File: src/rtl/citim_pkg.sv
package citim_pkg;

  // instruction classes offered to the timing decoder
  typedef enum logic [3:0] {
    CITIM_CLS_NONE,
    CITIM_CLS_FMT1,
    CITIM_CLS_FMT2_ROT,
    CITIM_CLS_FMT2_PUSH,
    CITIM_CLS_FMT2_CALL,
    CITIM_CLS_JUMP,
    CITIM_CLS_INTERRUPT_EXIT,
    CITIM_CLS_SUBROUTINE_EXIT,
    CITIM_CLS_IRQ_SERVICE,
    CITIM_CLS_WATCHDOG_RESET,
    CITIM_CLS_PIN_RESET
  } citim_class_t;

  // addressing modes of one operand
  typedef enum logic [2:0] {
    CITIM_AM_REG,
    CITIM_AM_IND,
    CITIM_AM_AUTOINC,
    CITIM_AM_IMM,
    CITIM_AM_INDEXED,
    CITIM_AM_SYMBOLIC,
    CITIM_AM_ABSOLUTE,
    CITIM_AM_PC
  } citim_amode_t;

  typedef enum logic [1:0] {
    CITIM_EXT_NONE,
    CITIM_EXT_REGISTER,
    CITIM_EXT_NONREG
  } citim_ext_t;

  typedef struct packed {
    citim_class_t cls;
    citim_amode_t src_mode;
    citim_amode_t dst_mode;
    logic fast_op;
    logic ext_free;
    logic [15:0] ext_word;
  } citim_req_t;

  typedef struct packed {
    logic [2:0] cycles;
    // an extended three-word form reaches four words
    logic [2:0] words;
    citim_ext_t ext_kind;
    logic wide;
    logic ext_err;
  } citim_rsp_t;

  localparam logic [15:0] CITIM_EXT_LO = 16'h1800;
  localparam logic [15:0] CITIM_EXT_HI = 16'h1FFF;
  localparam logic [19:0] CITIM_WORD_BYTES = 20'h00002;
  localparam logic [19:0] CITIM_PC_RESET = 20'h00000;

  localparam logic [2:0] CITIM_CYC_INTERRUPT_EXIT = 3'h5;
  localparam logic [2:0] CITIM_CYC_SUBROUTINE_EXIT = 3'h4;
  localparam logic [2:0] CITIM_CYC_IRQ_SERVICE = 3'h6;
  localparam logic [2:0] CITIM_CYC_RESET = 3'h4;
  localparam logic [2:0] CITIM_CYC_JUMP = 3'h2;

  localparam logic [2:0] CITIM_CYC_ROT_REG = 3'h1;
  localparam logic [2:0] CITIM_CYC_ROT_IND = 3'h3;
  localparam logic [2:0] CITIM_CYC_ROT_MEM = 3'h4;
  localparam logic [2:0] CITIM_CYC_PUSH_SHORT = 3'h3;
  localparam logic [2:0] CITIM_CYC_PUSH_MEM = 3'h4;
  localparam logic [2:0] CITIM_CYC_CALL_SHORT = 3'h4;
  localparam logic [2:0] CITIM_CYC_CALL_IDX = 3'h5;
  localparam logic [2:0] CITIM_CYC_CALL_ABS = 3'h6;

endpackage

File: src/rtl/citim_decoder.sv
// Overview of operation
// - cycle count follows format and operand modes, counted in core clocks
// - interrupt_exit is one word and five cycles
// - subroutine_exit is one word and four cycles
// - interrupt service takes six cycles before first handler instruction
// - watchdog reset and pin reset each take four cycles
// - rotate, swap, extend: 1 register, 3 indirect, 4 indexed/absolute
// - push: 3 short modes, 4 indexed, symbolic or absolute
// - call: 4 short, 5 indexed or symbolic, 6 absolute
// - jumps are one word and two cycles, taken or not
// - register source: 1 to register, 3 to pc, 4 to memory
// - indirect source: 2 to register, 4 to pc, 5 to memory
// - immediate source: 2 to register, 3 to pc, 5 to memory
// - indexed source: 3 to register, 5 to pc, 6 to memory
// - copy, mask-test, compare to memory take one cycle less
// - extended forms add a leading word unless defined without one
// - after an extension word operands are 20-bit
// - extension kind: register form versus all other mode combinations
// - opcodes 1800h to 1FFFh are extension words
`timescale 1ns/10ps
`default_nettype none

module citim_decoder
  import citim_pkg::*;
(
  input wire logic i_core_clk,
  input wire logic i_rst,
  input wire logic i_valid,
  input wire citim_pkg::citim_req_t i_req,
  output logic o_ready,
  output var citim_pkg::citim_rsp_t o_rsp,
  output logic o_rsp_valid,
  output logic [19:0] o_pc,
  output logic o_busy,
  output logic o_last_cycle
);
  import citim_pkg::*;

  //////////////////////////////////////////////////////////////////////////
  // helpers

  function automatic logic is_mem(input citim_amode_t m);
    is_mem = (m == CITIM_AM_INDEXED) || (m == CITIM_AM_SYMBOLIC) ||
             (m == CITIM_AM_ABSOLUTE);
  endfunction

  function automatic logic is_short(input citim_amode_t m);
    is_short = (m == CITIM_AM_IND) || (m == CITIM_AM_AUTOINC);
  endfunction

  //////////////////////////////////////////////////////////////////////////
  // combinational timing decode

  logic [2:0] cyc_nxt;
  logic [1:0] words_nxt;
  logic is_ext;
  citim_ext_t kind_nxt;
  logic fmt1_dst_mem;

  // mode-based count; of the operation itself only fast_op counts, on memory destinations
  always_comb begin
    cyc_nxt = 3'h1;
    words_nxt = 2'h1;
    fmt1_dst_mem = is_mem(i_req.dst_mode);
    case (i_req.cls)
      CITIM_CLS_INTERRUPT_EXIT: begin
        cyc_nxt = CITIM_CYC_INTERRUPT_EXIT;
        words_nxt = 2'h1;
      end
      CITIM_CLS_SUBROUTINE_EXIT: begin
        cyc_nxt = CITIM_CYC_SUBROUTINE_EXIT;
        words_nxt = 2'h1;
      end
      CITIM_CLS_IRQ_SERVICE: begin
        cyc_nxt = CITIM_CYC_IRQ_SERVICE;
        words_nxt = 2'h0;
      end
      CITIM_CLS_WATCHDOG_RESET, CITIM_CLS_PIN_RESET: begin
        cyc_nxt = CITIM_CYC_RESET;
        words_nxt = 2'h0;
      end
      CITIM_CLS_JUMP: begin
        cyc_nxt = CITIM_CYC_JUMP;
        words_nxt = 2'h1;
      end
      CITIM_CLS_FMT2_ROT: begin
        // immediate is not a legal mode here; treated like register
        if (is_mem(i_req.dst_mode)) begin
          cyc_nxt = CITIM_CYC_ROT_MEM;
          words_nxt = 2'h2;
        end else if (is_short(i_req.dst_mode)) begin
          cyc_nxt = CITIM_CYC_ROT_IND;
          words_nxt = 2'h1;
        end else begin
          cyc_nxt = CITIM_CYC_ROT_REG;
          words_nxt = 2'h1;
        end
      end
      CITIM_CLS_FMT2_PUSH: begin
        if (is_mem(i_req.dst_mode)) begin
          cyc_nxt = CITIM_CYC_PUSH_MEM;
          words_nxt = 2'h2;
        end else begin
          cyc_nxt = CITIM_CYC_PUSH_SHORT;
          words_nxt = (i_req.dst_mode == CITIM_AM_IMM) ? 2'h2 : 2'h1;
        end
      end
      CITIM_CLS_FMT2_CALL: begin
        if (i_req.dst_mode == CITIM_AM_ABSOLUTE) begin
          cyc_nxt = CITIM_CYC_CALL_ABS;
          words_nxt = 2'h2;
        end else if (is_mem(i_req.dst_mode)) begin
          cyc_nxt = CITIM_CYC_CALL_IDX;
          words_nxt = 2'h2;
        end else begin
          cyc_nxt = CITIM_CYC_CALL_SHORT;
          words_nxt = (i_req.dst_mode == CITIM_AM_IMM) ? 2'h2 : 2'h1;
        end
      end
      CITIM_CLS_FMT1: begin
        if (is_mem(i_req.src_mode)) begin
          // indexed, symbolic, absolute source
          words_nxt = fmt1_dst_mem ? 2'h3 : 2'h2;
          if (fmt1_dst_mem) begin
            cyc_nxt = 3'h6;
          end else if (i_req.dst_mode == CITIM_AM_PC) begin
            cyc_nxt = 3'h5;
          end else begin
            cyc_nxt = 3'h3;
          end
        end else if (i_req.src_mode == CITIM_AM_IMM) begin
          words_nxt = fmt1_dst_mem ? 2'h3 : 2'h2;
          if (fmt1_dst_mem) begin
            cyc_nxt = 3'h5;
          end else if (i_req.dst_mode == CITIM_AM_PC) begin
            cyc_nxt = 3'h3;
          end else begin
            cyc_nxt = 3'h2;
          end
        end else if (is_short(i_req.src_mode)) begin
          words_nxt = fmt1_dst_mem ? 2'h2 : 2'h1;
          if (fmt1_dst_mem) begin
            cyc_nxt = 3'h5;
          end else if (i_req.dst_mode == CITIM_AM_PC) begin
            cyc_nxt = 3'h4;
          end else begin
            cyc_nxt = 3'h2;
          end
        end else begin
          words_nxt = fmt1_dst_mem ? 2'h2 : 2'h1;
          if (fmt1_dst_mem) begin
            cyc_nxt = 3'h4;
          end else if (i_req.dst_mode == CITIM_AM_PC) begin
            cyc_nxt = 3'h3;
          end else begin
            cyc_nxt = 3'h1;
          end
        end
        if (fmt1_dst_mem && i_req.fast_op) begin
          cyc_nxt = cyc_nxt - 3'h1;
        end
      end
      default: begin
        cyc_nxt = 3'h1;
        words_nxt = 2'h0;
      end
    endcase
  end

  // extension word recognition by opcode range
  assign is_ext = (i_req.ext_word >= CITIM_EXT_LO) &&
                  (i_req.ext_word <= CITIM_EXT_HI);

  logic is_instr;
  logic ext_applies;
  logic reg_form;
  logic [2:0] total_words;

  assign is_instr = (i_req.cls == CITIM_CLS_FMT1) ||
                    (i_req.cls == CITIM_CLS_FMT2_ROT) ||
                    (i_req.cls == CITIM_CLS_FMT2_PUSH) ||
                    (i_req.cls == CITIM_CLS_FMT2_CALL);
  assign ext_applies = is_ext && is_instr;

  always_comb begin
    reg_form = 1'b0;
    if (i_req.cls == CITIM_CLS_FMT1) begin
      reg_form = (i_req.src_mode == CITIM_AM_REG) &&
                 (i_req.dst_mode == CITIM_AM_REG);
    end else begin
      reg_form = (i_req.dst_mode == CITIM_AM_REG);
    end
  end

  always_comb begin
    kind_nxt = CITIM_EXT_NONE;
    if (ext_applies) begin
      kind_nxt = reg_form ? CITIM_EXT_REGISTER : CITIM_EXT_NONREG;
    end
  end

  // leading extension word counts unless the form is defined without it
  always_comb begin
    total_words = {1'b0, words_nxt};
    if (ext_applies && !i_req.ext_free) begin
      total_words = {1'b0, words_nxt} + 3'h1;
    end
  end

  //////////////////////////////////////////////////////////////////////////
  // execution sequencing

  typedef enum logic [1:0] {
    CITIM_ST_IDLE,
    CITIM_ST_EXEC
  } citim_state_t;

  citim_state_t state_r;
  logic [2:0] left_r;
  logic [19:0] pc_r;
  logic [19:0] pc_step_r;
  logic take;

  assign o_ready = (state_r == CITIM_ST_IDLE);
  assign take = i_valid && o_ready;
  assign o_busy = (state_r == CITIM_ST_EXEC);
  assign o_last_cycle = (state_r == CITIM_ST_EXEC) && (left_r == 3'h1);

  always_ff @(posedge i_core_clk) begin
    if (i_rst) begin
      state_r <= CITIM_ST_IDLE;
      left_r <= 3'h0;
    end else begin
      case (state_r)
        CITIM_ST_IDLE: begin
          if (take) begin
            state_r <= CITIM_ST_EXEC;
            left_r <= cyc_nxt;
          end
        end
        CITIM_ST_EXEC: begin
          if (left_r == 3'h1) begin
            state_r <= CITIM_ST_IDLE;
            left_r <= 3'h0;
          end else begin
            left_r <= left_r - 3'h1;
          end
        end
        default: begin
          state_r <= CITIM_ST_IDLE;
          left_r <= 3'h0;
        end
      endcase
    end
  end

  // response captured at acceptance
  always_ff @(posedge i_core_clk) begin
    if (i_rst) begin
      o_rsp <= '0;
      o_rsp_valid <= 1'b0;
    end else begin
      o_rsp_valid <= take;
      if (take) begin
        o_rsp.cycles <= cyc_nxt;
        o_rsp.words <= total_words;
        o_rsp.ext_kind <= kind_nxt;
        o_rsp.wide <= ext_applies;
        o_rsp.ext_err <= is_ext && !is_instr;
      end
    end
  end

  // program counter: bytes = 2 per word, applied on the final cycle
  always_ff @(posedge i_core_clk) begin
    if (i_rst) begin
      pc_r <= CITIM_PC_RESET;
      pc_step_r <= 20'h00000;
    end else begin
      if (take) begin
        pc_step_r <= CITIM_WORD_BYTES * {17'h00000, total_words};
      end
      if (o_last_cycle) begin
        pc_r <= pc_r + pc_step_r;
      end
    end
  end

  assign o_pc = pc_r;

endmodule

`default_nettype wire

File: config.mk
export PLATFORM = sky130hd
export DESIGN_NAME = citim_decoder
export DESIGN_NICKNAME = d
export VERILOG_FILES = /design/src/rtl/citim_pkg.sv /design/src/rtl/citim_decoder.sv
export SDC_FILE = /design/constraint.sdc
export NUM_CORES = 1
export LEC_CHECK = 0
export ABC_AREA = 1
export BUFFER_PORTS_ARGS = -buffer_cell sky130_fd_sc_hd__buf_2
export CAP_MARGIN = 0
export CORE_ASPECT_RATIO = 1.25
export CORE_MARGIN = 2
export CORE_UTILIZATION = 35
export DETAILED_ROUTE_END_ITERATION = 7
export PLACE_DENSITY = 0.55
export SLEW_MARGIN = 15
export SYNTH_ARGS = -nofsm -noshare
export SYNTH_HDL_FRONTEND = slang
export SYNTH_SLANG_ARGS = --single-unit
File: constraint.sdc
create_clock -name i_core_clk -period 2.9 [get_ports i_core_clk]
set_input_delay 0.145 -clock i_core_clk [delete_from_list [all_inputs] [get_ports i_core_clk]]
set_output_delay 0.145 -clock i_core_clk [all_outputs]
set_load 0.01 [all_outputs]
==> impl_results.md, run 1 <==
- Core ar.: around 5900 µm²
- CP cell instances: ha_1 -> inv_1 -> fa_1 -> inv_1 -> nand2_1 -> nand2_1 -> nand2_1 -> nor2_4 -> nand2_2 -> nor2_1 -> nand3_1 -> nand2_1 -> nor2_1
- Max_cap viols: 0
- Worst-Skew Late Latency: about 0.29 ns
- Vias/cell: roughly 4.7
- Slowest cell delay on critical path: ~0.36 ns
- Simple-Gate Fraction of Synth Area: approximately 36%
- Total power: 1.10 mW
- DR DRC count: 0
- Flops & latches, synth: 34
- Clock-pin slew on the worst setup and hold paths: 0.08 ns
- Run status: finished, final reports clean
- EDFF count, synth: 0
- Peak Freq: about 0.5 GHz
- Initial antenna violation count: 0
- CTS tree: done
- Xor/xnor share of the synthesized area: 2.46%
- Pwr per Cell Area: 428 nW/µm²
- Ratio of final minimum period to clock period: between 60% and 70%
- Initial DRC count: just under 90
- Final hold viol count: 0
- Area share of the largest cell type after synthesis: about a third
- Yosys warns: 0
- Die area: roughly 6700 µm²
- Yosys cell types: 36
- CTS Root Cell: clkbuf_8
- Syn Std Cell Area: about 2100 µm²
- Post-synthesis adder-cell area fraction: between 5 and 6%
- Setup total negative slack: 0 ns
- # resized after CTS: 0
- Post CTS Setup Buffer Count: 0
- Initial Util: between 30% and 40%
- Combinational family with the most area after synthesis: simple AND/OR/NAND/NOR gates
- Largest fanout on the critical path: 4
- Startpoint Class: register
- Die Y: about 90 µm
- Antenna diode count: 0
- Pin count of the biggest net entering global routing: 23
- Synth async-reset ratio: 0%
- IO Pins: 65
- H-Tree Depth: 2
- Static Leak: 1.24 nW
- Slew HR: around two thirds
- Worst hold path type: input port to register
- Die Wd: ~74 µm
- Drt total wl: slightly below 5 mm
- Num CTS Buffers: 5
- Port bufs: 52
- Synth area leader: dfxtp_1
- Slew of the pin with the lowest slew margin: 0.510 ns
- Total grt overflow: 0
- RSZ-0062 raised after global routing: false
- Most used flip-flop cell after synthesis: dfxtp_1
- Cell row count: 31
- Clock skew: 0.00839 ns
- Worst Setup End Kind: register
- Total GRT Usage: approximately 16%
- Routability cong.: a little under 0.9
- Req. time, crit path: just over 3 ns
- Vias: 2132
- # fillers: between 600 and 700
- Syn_area_per_cell: approximately 6.6 µm²
- Synth Instances: 322
- Final Max Slew Viols: 0
- Area grow syn2layout: 20.9%
- Register area share after synthesis: 31.9%
- Crit-path slowest cell: dfxtp_1
- Synth Area in Compound Gates: 13.9%
- CP arrival: about 2.2 ns
- Hold buffers post-CTS: 0
- Nets@finish: ~420
- Synth area leaders: dfxtp_1 (32%), nand2_1 (14%), inv_1 (8.3%)
- Final setup viols: 0
- Clk buf depth: 2
- DR pass1 iterations: 6
- Final min period: around 2 ns
- Peak VDD IR: 0.173 mV
- Wirelength per Cell: 10.8 µm
- Vias in the first global route: 1968
- Most Frequent Cell on Critical Path: nand2_1
- Sink Count: 34
- Dpl hpwl: about 3.9 mm
- First-pass GRT wire length: 8.54 mm
- Syn_nets: 362
- Share of post-route cells with drive strength above 1: between 20% and 30%
- CP Class: register to register
- Mux contribution to synthesized area: 0%
- Post-DRT Antenna Nets: 0
==> metrics by stage <==
step / hold WS (ns) / cells / utilization (%) / setup slack (ns) / instance area (µm²)
floorplan: 0.340 / 322 / - / 1.01 / 2130
global placement: 0.454 / 450 / 42.1 / 0.925 / 2470
detailed placement: 0.449 / 450 / 42.1 / 0.902 / 2470
CTS: 0.141 / 458 / 44.1 / 0.870 / 2580
global route: 0.164 / 458 / 44.1 / 0.680 / 2580
finish: 0.152 / 458 / 44.1 / 0.898 / 2580
==> power breakdown <==
group | internal, mW | switching [mW] | total, mW
Clock | 0.256 | 0.184 | 0.440
Combinational | 0.0621 | 0.110 | 0.172
Sequential | 0.482 | 0.0100 | 0.492
Total | 0.799 | 0.304 | 1.10
==> worst max-delay path, delay by kind of cell, from the launching register on <==
family | cells | cell delay [ns]
buffers and inverters | 2 | 0.13
DFF | 1 | 0.36
adders and majority gates | 2 | 0.53
and+or+nand+nor | 9 | 0.88
==> synth_stat cells, types with 6 or more instances <==
| cell | count |
|---|---|
| a21oi_1 | 28 |
| nand3_1 | 17 |
| nor3_1 | 6 |
| dfxtp_1 | 34 |
| nand2_1 | 81 |
| nand4_1 | 6 |
| ha_1 | 8 |
| inv_1 | 47 |
| o21ai_0 | 17 |
| nor2_1 | 32 |
==> logic make-up (layout without fill, tap and decap cells) <==
| logic type | count (synthesis) | after routing |
|---|---|---|
| XOR/XNOR | 6 | 6 |
| flip-flops | 34 | 34 |
| buffers and inverters | 55 | 109 |
| AND/OR/NAND/NOR | 162 | 162 |
| other | 1 | 1 |
| adder cells (fa/ha/maj) | 9 | 9 |
| AO/OA/AOI/OAI | 55 | 55 |
==> flip-flops by register name, summed over array words and instances, names as in the netlist <==
register / count
o_rsp: 7
left_r: 3
o_rsp_valid: 1
pc_step_r: 3
state_r: 1
o_pc: 19
==> metal layers <==
layer  global-route usage, %  part of all wire, %  vias to the layer above
li1                        -                    -                     1148
met5                       0                    0                        -
met3                    3.11                  3.0                        4
met4                    5.76                  1.2                        0
met1                    17.7                   44                      929
met2                    29.1                   52                       51
==> placed cells by master, fill, tap and decap left out, drive strengths merged <==
| cell type | Yosys | routed |
|---|---|---|
| nand4 | 6 | 6 |
| clkbuf | 4 | 5 |
| nor3 | 8 | 8 |
| a21oi | 28 | 28 |
| buf | 2 | 52 |
| o21ai | 20 | 20 |
| xor2 | 3 | 3 |
| dfxtp | 34 | 34 |
| inv | 49 | 49 |
| o211ai | 2 | 2 |
| or2 | 1 | 1 |
| bufinv | 0 | 1 |
| nand3 | 18 | 18 |
| nor2 | 37 | 37 |
| fa | 1 | 1 |
| o21a | 1 | 1 |
| nor4 | 6 | 6 |
| a22oi | 1 | 1 |
| a32o | 1 | 1 |
| a31oi | 2 | 2 |
| xnor2 | 3 | 3 |
| nand2 | 85 | 85 |
| nor3b | 1 | 1 |
| ha | 8 | 8 |
| conb | 1 | 1 |
| clkinvlp | 0 | 2 |
==> layout make-up <==
cell class / count / area [µm²] / share of cell area, %
Multi-Input combinational cell: 233 / 1240 / 47.9
Sequential cell: 34 / 681 / 26.4
Inverter: 49 / 186 / 7.22
Tap cell: 82 / 103 / 3.97
Clock inverter: 3 / 45.0 / 1.75
Timing Repair Buffer: 52 / 260 / 10.1
Clock buffer: 5 / 68.8 / 2.67
==> final timing paths <==
kind / startpoint / end / slack (ns) / cells after the start
setup / recovery: pc_step_r[1]$_SDFFE_PP0P_ / o_pc[19]$_SDFFE_PP0P_ / 0.90 / 13
hold / removal: i_req[16] / pc_step_r[3]$_SDFFE_PP0P_ / 0.15 / 4
setup reg to reg: pc_step_r[1]$_SDFFE_PP0P_ / o_pc[19]$_SDFFE_PP0P_ / 0.90 / 13
hold reg to reg: o_rsp[9]$_SDFFE_PP0P_ / o_rsp[9]$_SDFFE_PP0P_ / 0.47 / 2
No activity file was read; power rests on OpenSTA's default activity.
==> run 2, diff against run 1 <==
ABC_AREA = 0   (was 1)
clock period = 2 ns   (was 2.9 ns; I/O delays follow)
==> impl_results.md, run 2 <==
- Synth area leader: dfxtp_1
- Synth area leaders: dfxtp_1 (30%), xnor2_1 (6.3%), nor2_1 (5.5%)
- Clock skew: 0.00796 ns
- Startpoint Class: register
- Die area: between 7000 and 8000 µm²
- Worst Path Buf+Inv: 1
- Setup total negative slack: 0 ns
- Cell row count: 32
- Hold buffers post-CTS: 0
- Dpl hpwl: just under 4 mm
- Total power: between 1.5 and 2 mW
- CTS tree: done
- Run status: finished, final reports clean
- CTS Root Cell: clkbuf_8
- DR pass1 iterations: 4
- Syn Std Cell Area: about 2200 µm²
- Vias: a little over 2000
- CP arrival: between 2 and 2.5 ns
- List of most frequent post-synthesis cells: dfxtp_1 (34), nor2_1 (33), a21oi_1 (16), xnor2_1 (16)
- Crit-path leading delay family: adder cells
- Setup WS post-layout: about 0.14 ns
- CP Class: register to register
- Num CTS Buffers: 5
- Worst Setup End Kind: register
- # fillers: approximately 670
- Post CTS Setup Buffer Count: 0
- Crit-path slowest cell: fa_1
- Placed Instances: 398
- Slew of the pin with the lowest slew margin: about 0.65 ns
- Synth Area in Compound Gates: 20.5%
- Static Leak: about 1.2 nW
- Die Wd: 75.6 µm
- Synth async-reset ratio: 0%
- Area share of the largest cell type after synthesis: 30.4%
- Synth Instances: 268
- Pwr per Cell Area: 645 nW/µm²
- CP cell instances: ha_1 -> inv_1 -> fa_1 -> nor2b_2 -> nor2_2 -> nor3_1 -> xnor2_1 -> nor2_1
- Syn_area_per_cell: around 8.4 µm²
- H-Tree Depth: 2
- Routability cong.: approximately 0.74
- Worst-Skew Late Latency: 0.29 ns
- Post-synthesis adder-cell area fraction: ~5.4%
- Pre-CTS WS: between 0.08 and 0.09 ns
- Peak VDD IR: around 0.36 mV
- Max_cap viols: 0
- Final hold viol count: 0
- Final non-filler cell total: ~410
- Final min period: 1.86 ns
- Port bufs: 52
- Clock-pin slew on the worst setup and hold paths: 0.07 ns
- Yosys cell types: 62
- # resized after CTS: 0
- Total grt overflow: 0
- Initial antenna violation count: 0
- Pin count of the biggest net entering global routing: 34
- Flops & latches, synth: 34
- Simple-Gate Fraction of Synth Area: between 20 and 30%
- Most common cell after layout, fill and taps aside: buf_2
- Top-count cell post-synth: dfxtp_1
- Vias in the first global route: between 2000 and 2500
- Post-DRT Antenna Nets: 0
- DR DRC count: 0
- Yosys warns: 0
- Req. time, crit path: about 2.2 ns
- Nets@finish: 360
- Drt total wl: between 5 and 6 mm
- Sink Count: 34
- Syn_nets: around 310
- Worst hold path type: input port to register
- Slew HR: between 50 and 60%
- Final Max Slew Viols: 0
- Mux contribution to synthesized area: ~2.7%
- Peak Freq: 0.537 GHz
- Total GRT Usage: around 16%
- Most frequent cells in the layout: buf_2 (52), dfxtp_1 (34), nor2_1 (32)
- Max reg flops: 19
- Initial DRC count: 52
- IO Pins: 65
- EDFF count, synth: 0
- Antenna diode count: 0
- Area grow syn2layout: 22.0%
- Share of post-route cells with drive strength above 1: 27.4%
- First-pass GRT wire length: around 9 mm
- Hold_ws: 0.123 ns
- Wirelength per Cell: 12.7 µm
- Slowest cell delay on critical path: 0.42 ns
- Vias/cell: between 5 and 6
- Xor/xnor share of the synthesized area: 6.64%
- Ratio of final minimum period to clock period: around 93%
- Most used flip-flop cell after synthesis: dfxtp_1
- Die Y: 93.5 µm
- Register area share after synthesis: about 30%
- Initial Util: 36.4%
- Clk buf depth: 2
- Largest fanout on the critical path: 6
- Final setup viols: 0
- Combinational family with the most area after synthesis: simple AND/OR/NAND/NOR gates
- Core ar.: 6170 µm²
[run 2: final timing paths]
path,from,endpoint,slack (ns),cells after the start
max reg2reg,pc_step_r[1]$_SDFFE_PP0P_,o_pc[17]$_SDFFE_PP0P_,0.14,8
min,i_req[16],pc_step_r[1]$_SDFFE_PP0P_,0.12,3
max,pc_step_r[1]$_SDFFE_PP0P_,o_pc[17]$_SDFFE_PP0P_,0.14,8
min reg2reg,o_rsp[3]$_SDFFE_PP0P_,o_rsp[3]$_SDFFE_PP0P_,0.46,2
[run 2: metrics by stage]
step | cell area, µm² | util, %
2_1_floorplan | 2240 | -
3_3_place_gp | 2580 | 41.8
3_5_place_dp | 2580 | 41.8
4_1_cts | 2720 | 44.1
5_1_grt | 2740 | 44.4
6_report | 2740 | 44.4
[run 2: layout make-up]
type                            count  area (µm²)  area share, %
Clock buffer                        6        82.6           3.02
Sequential cell                    34         681           24.9
Clock inverter                      2        60.1           2.19
Multi-Input combinational cell    204        1430           52.3
Inverter                           15        56.3           2.06
Timing Repair Buffer               60         320           11.7
Tap cell                           85         106           3.89
[run 2: per-layer routing]
metal,routed length (µm),GRT usage (%),up-vias
li1,-,-,1057
met1,2320,18.9,960
met2,2600,27.7,40
met3,198,2.80,6
met4,51,3.95,0
met5,0,0,-
[run 2: kinds of logic after synthesis]
logic type,count (synthesis)
xor gates and xnor gates,17
AOI/OAI and AO/OA,65
and+or+nand+nor,106
adders and majority gates,9
DFF,34
other,1
muxes,6
buffers and inverters,30
[run 2: report_power, final]
part / total [mW] / internal (mW) / switching, mW
combinational: 0.275 / 0.115 / 0.160
clock: 0.786 / 0.532 / 0.254
sequential: 0.705 / 0.694 / 0.0109
total: 1.77 / 1.34 / 0.425
[run 2: worst register-to-register path: cells and delay by family (launching register included)]
| kind | cells | cell delay, ns |
|---|---|---|
| AND/OR/NAND/NOR | 4 | 0.59 |
| buffers and inverters | 1 | 0.05 |
| XOR/XNOR | 1 | 0.14 |
| adder cells (fa/ha/maj) | 2 | 0.60 |
| flip-flops | 1 | 0.36 |
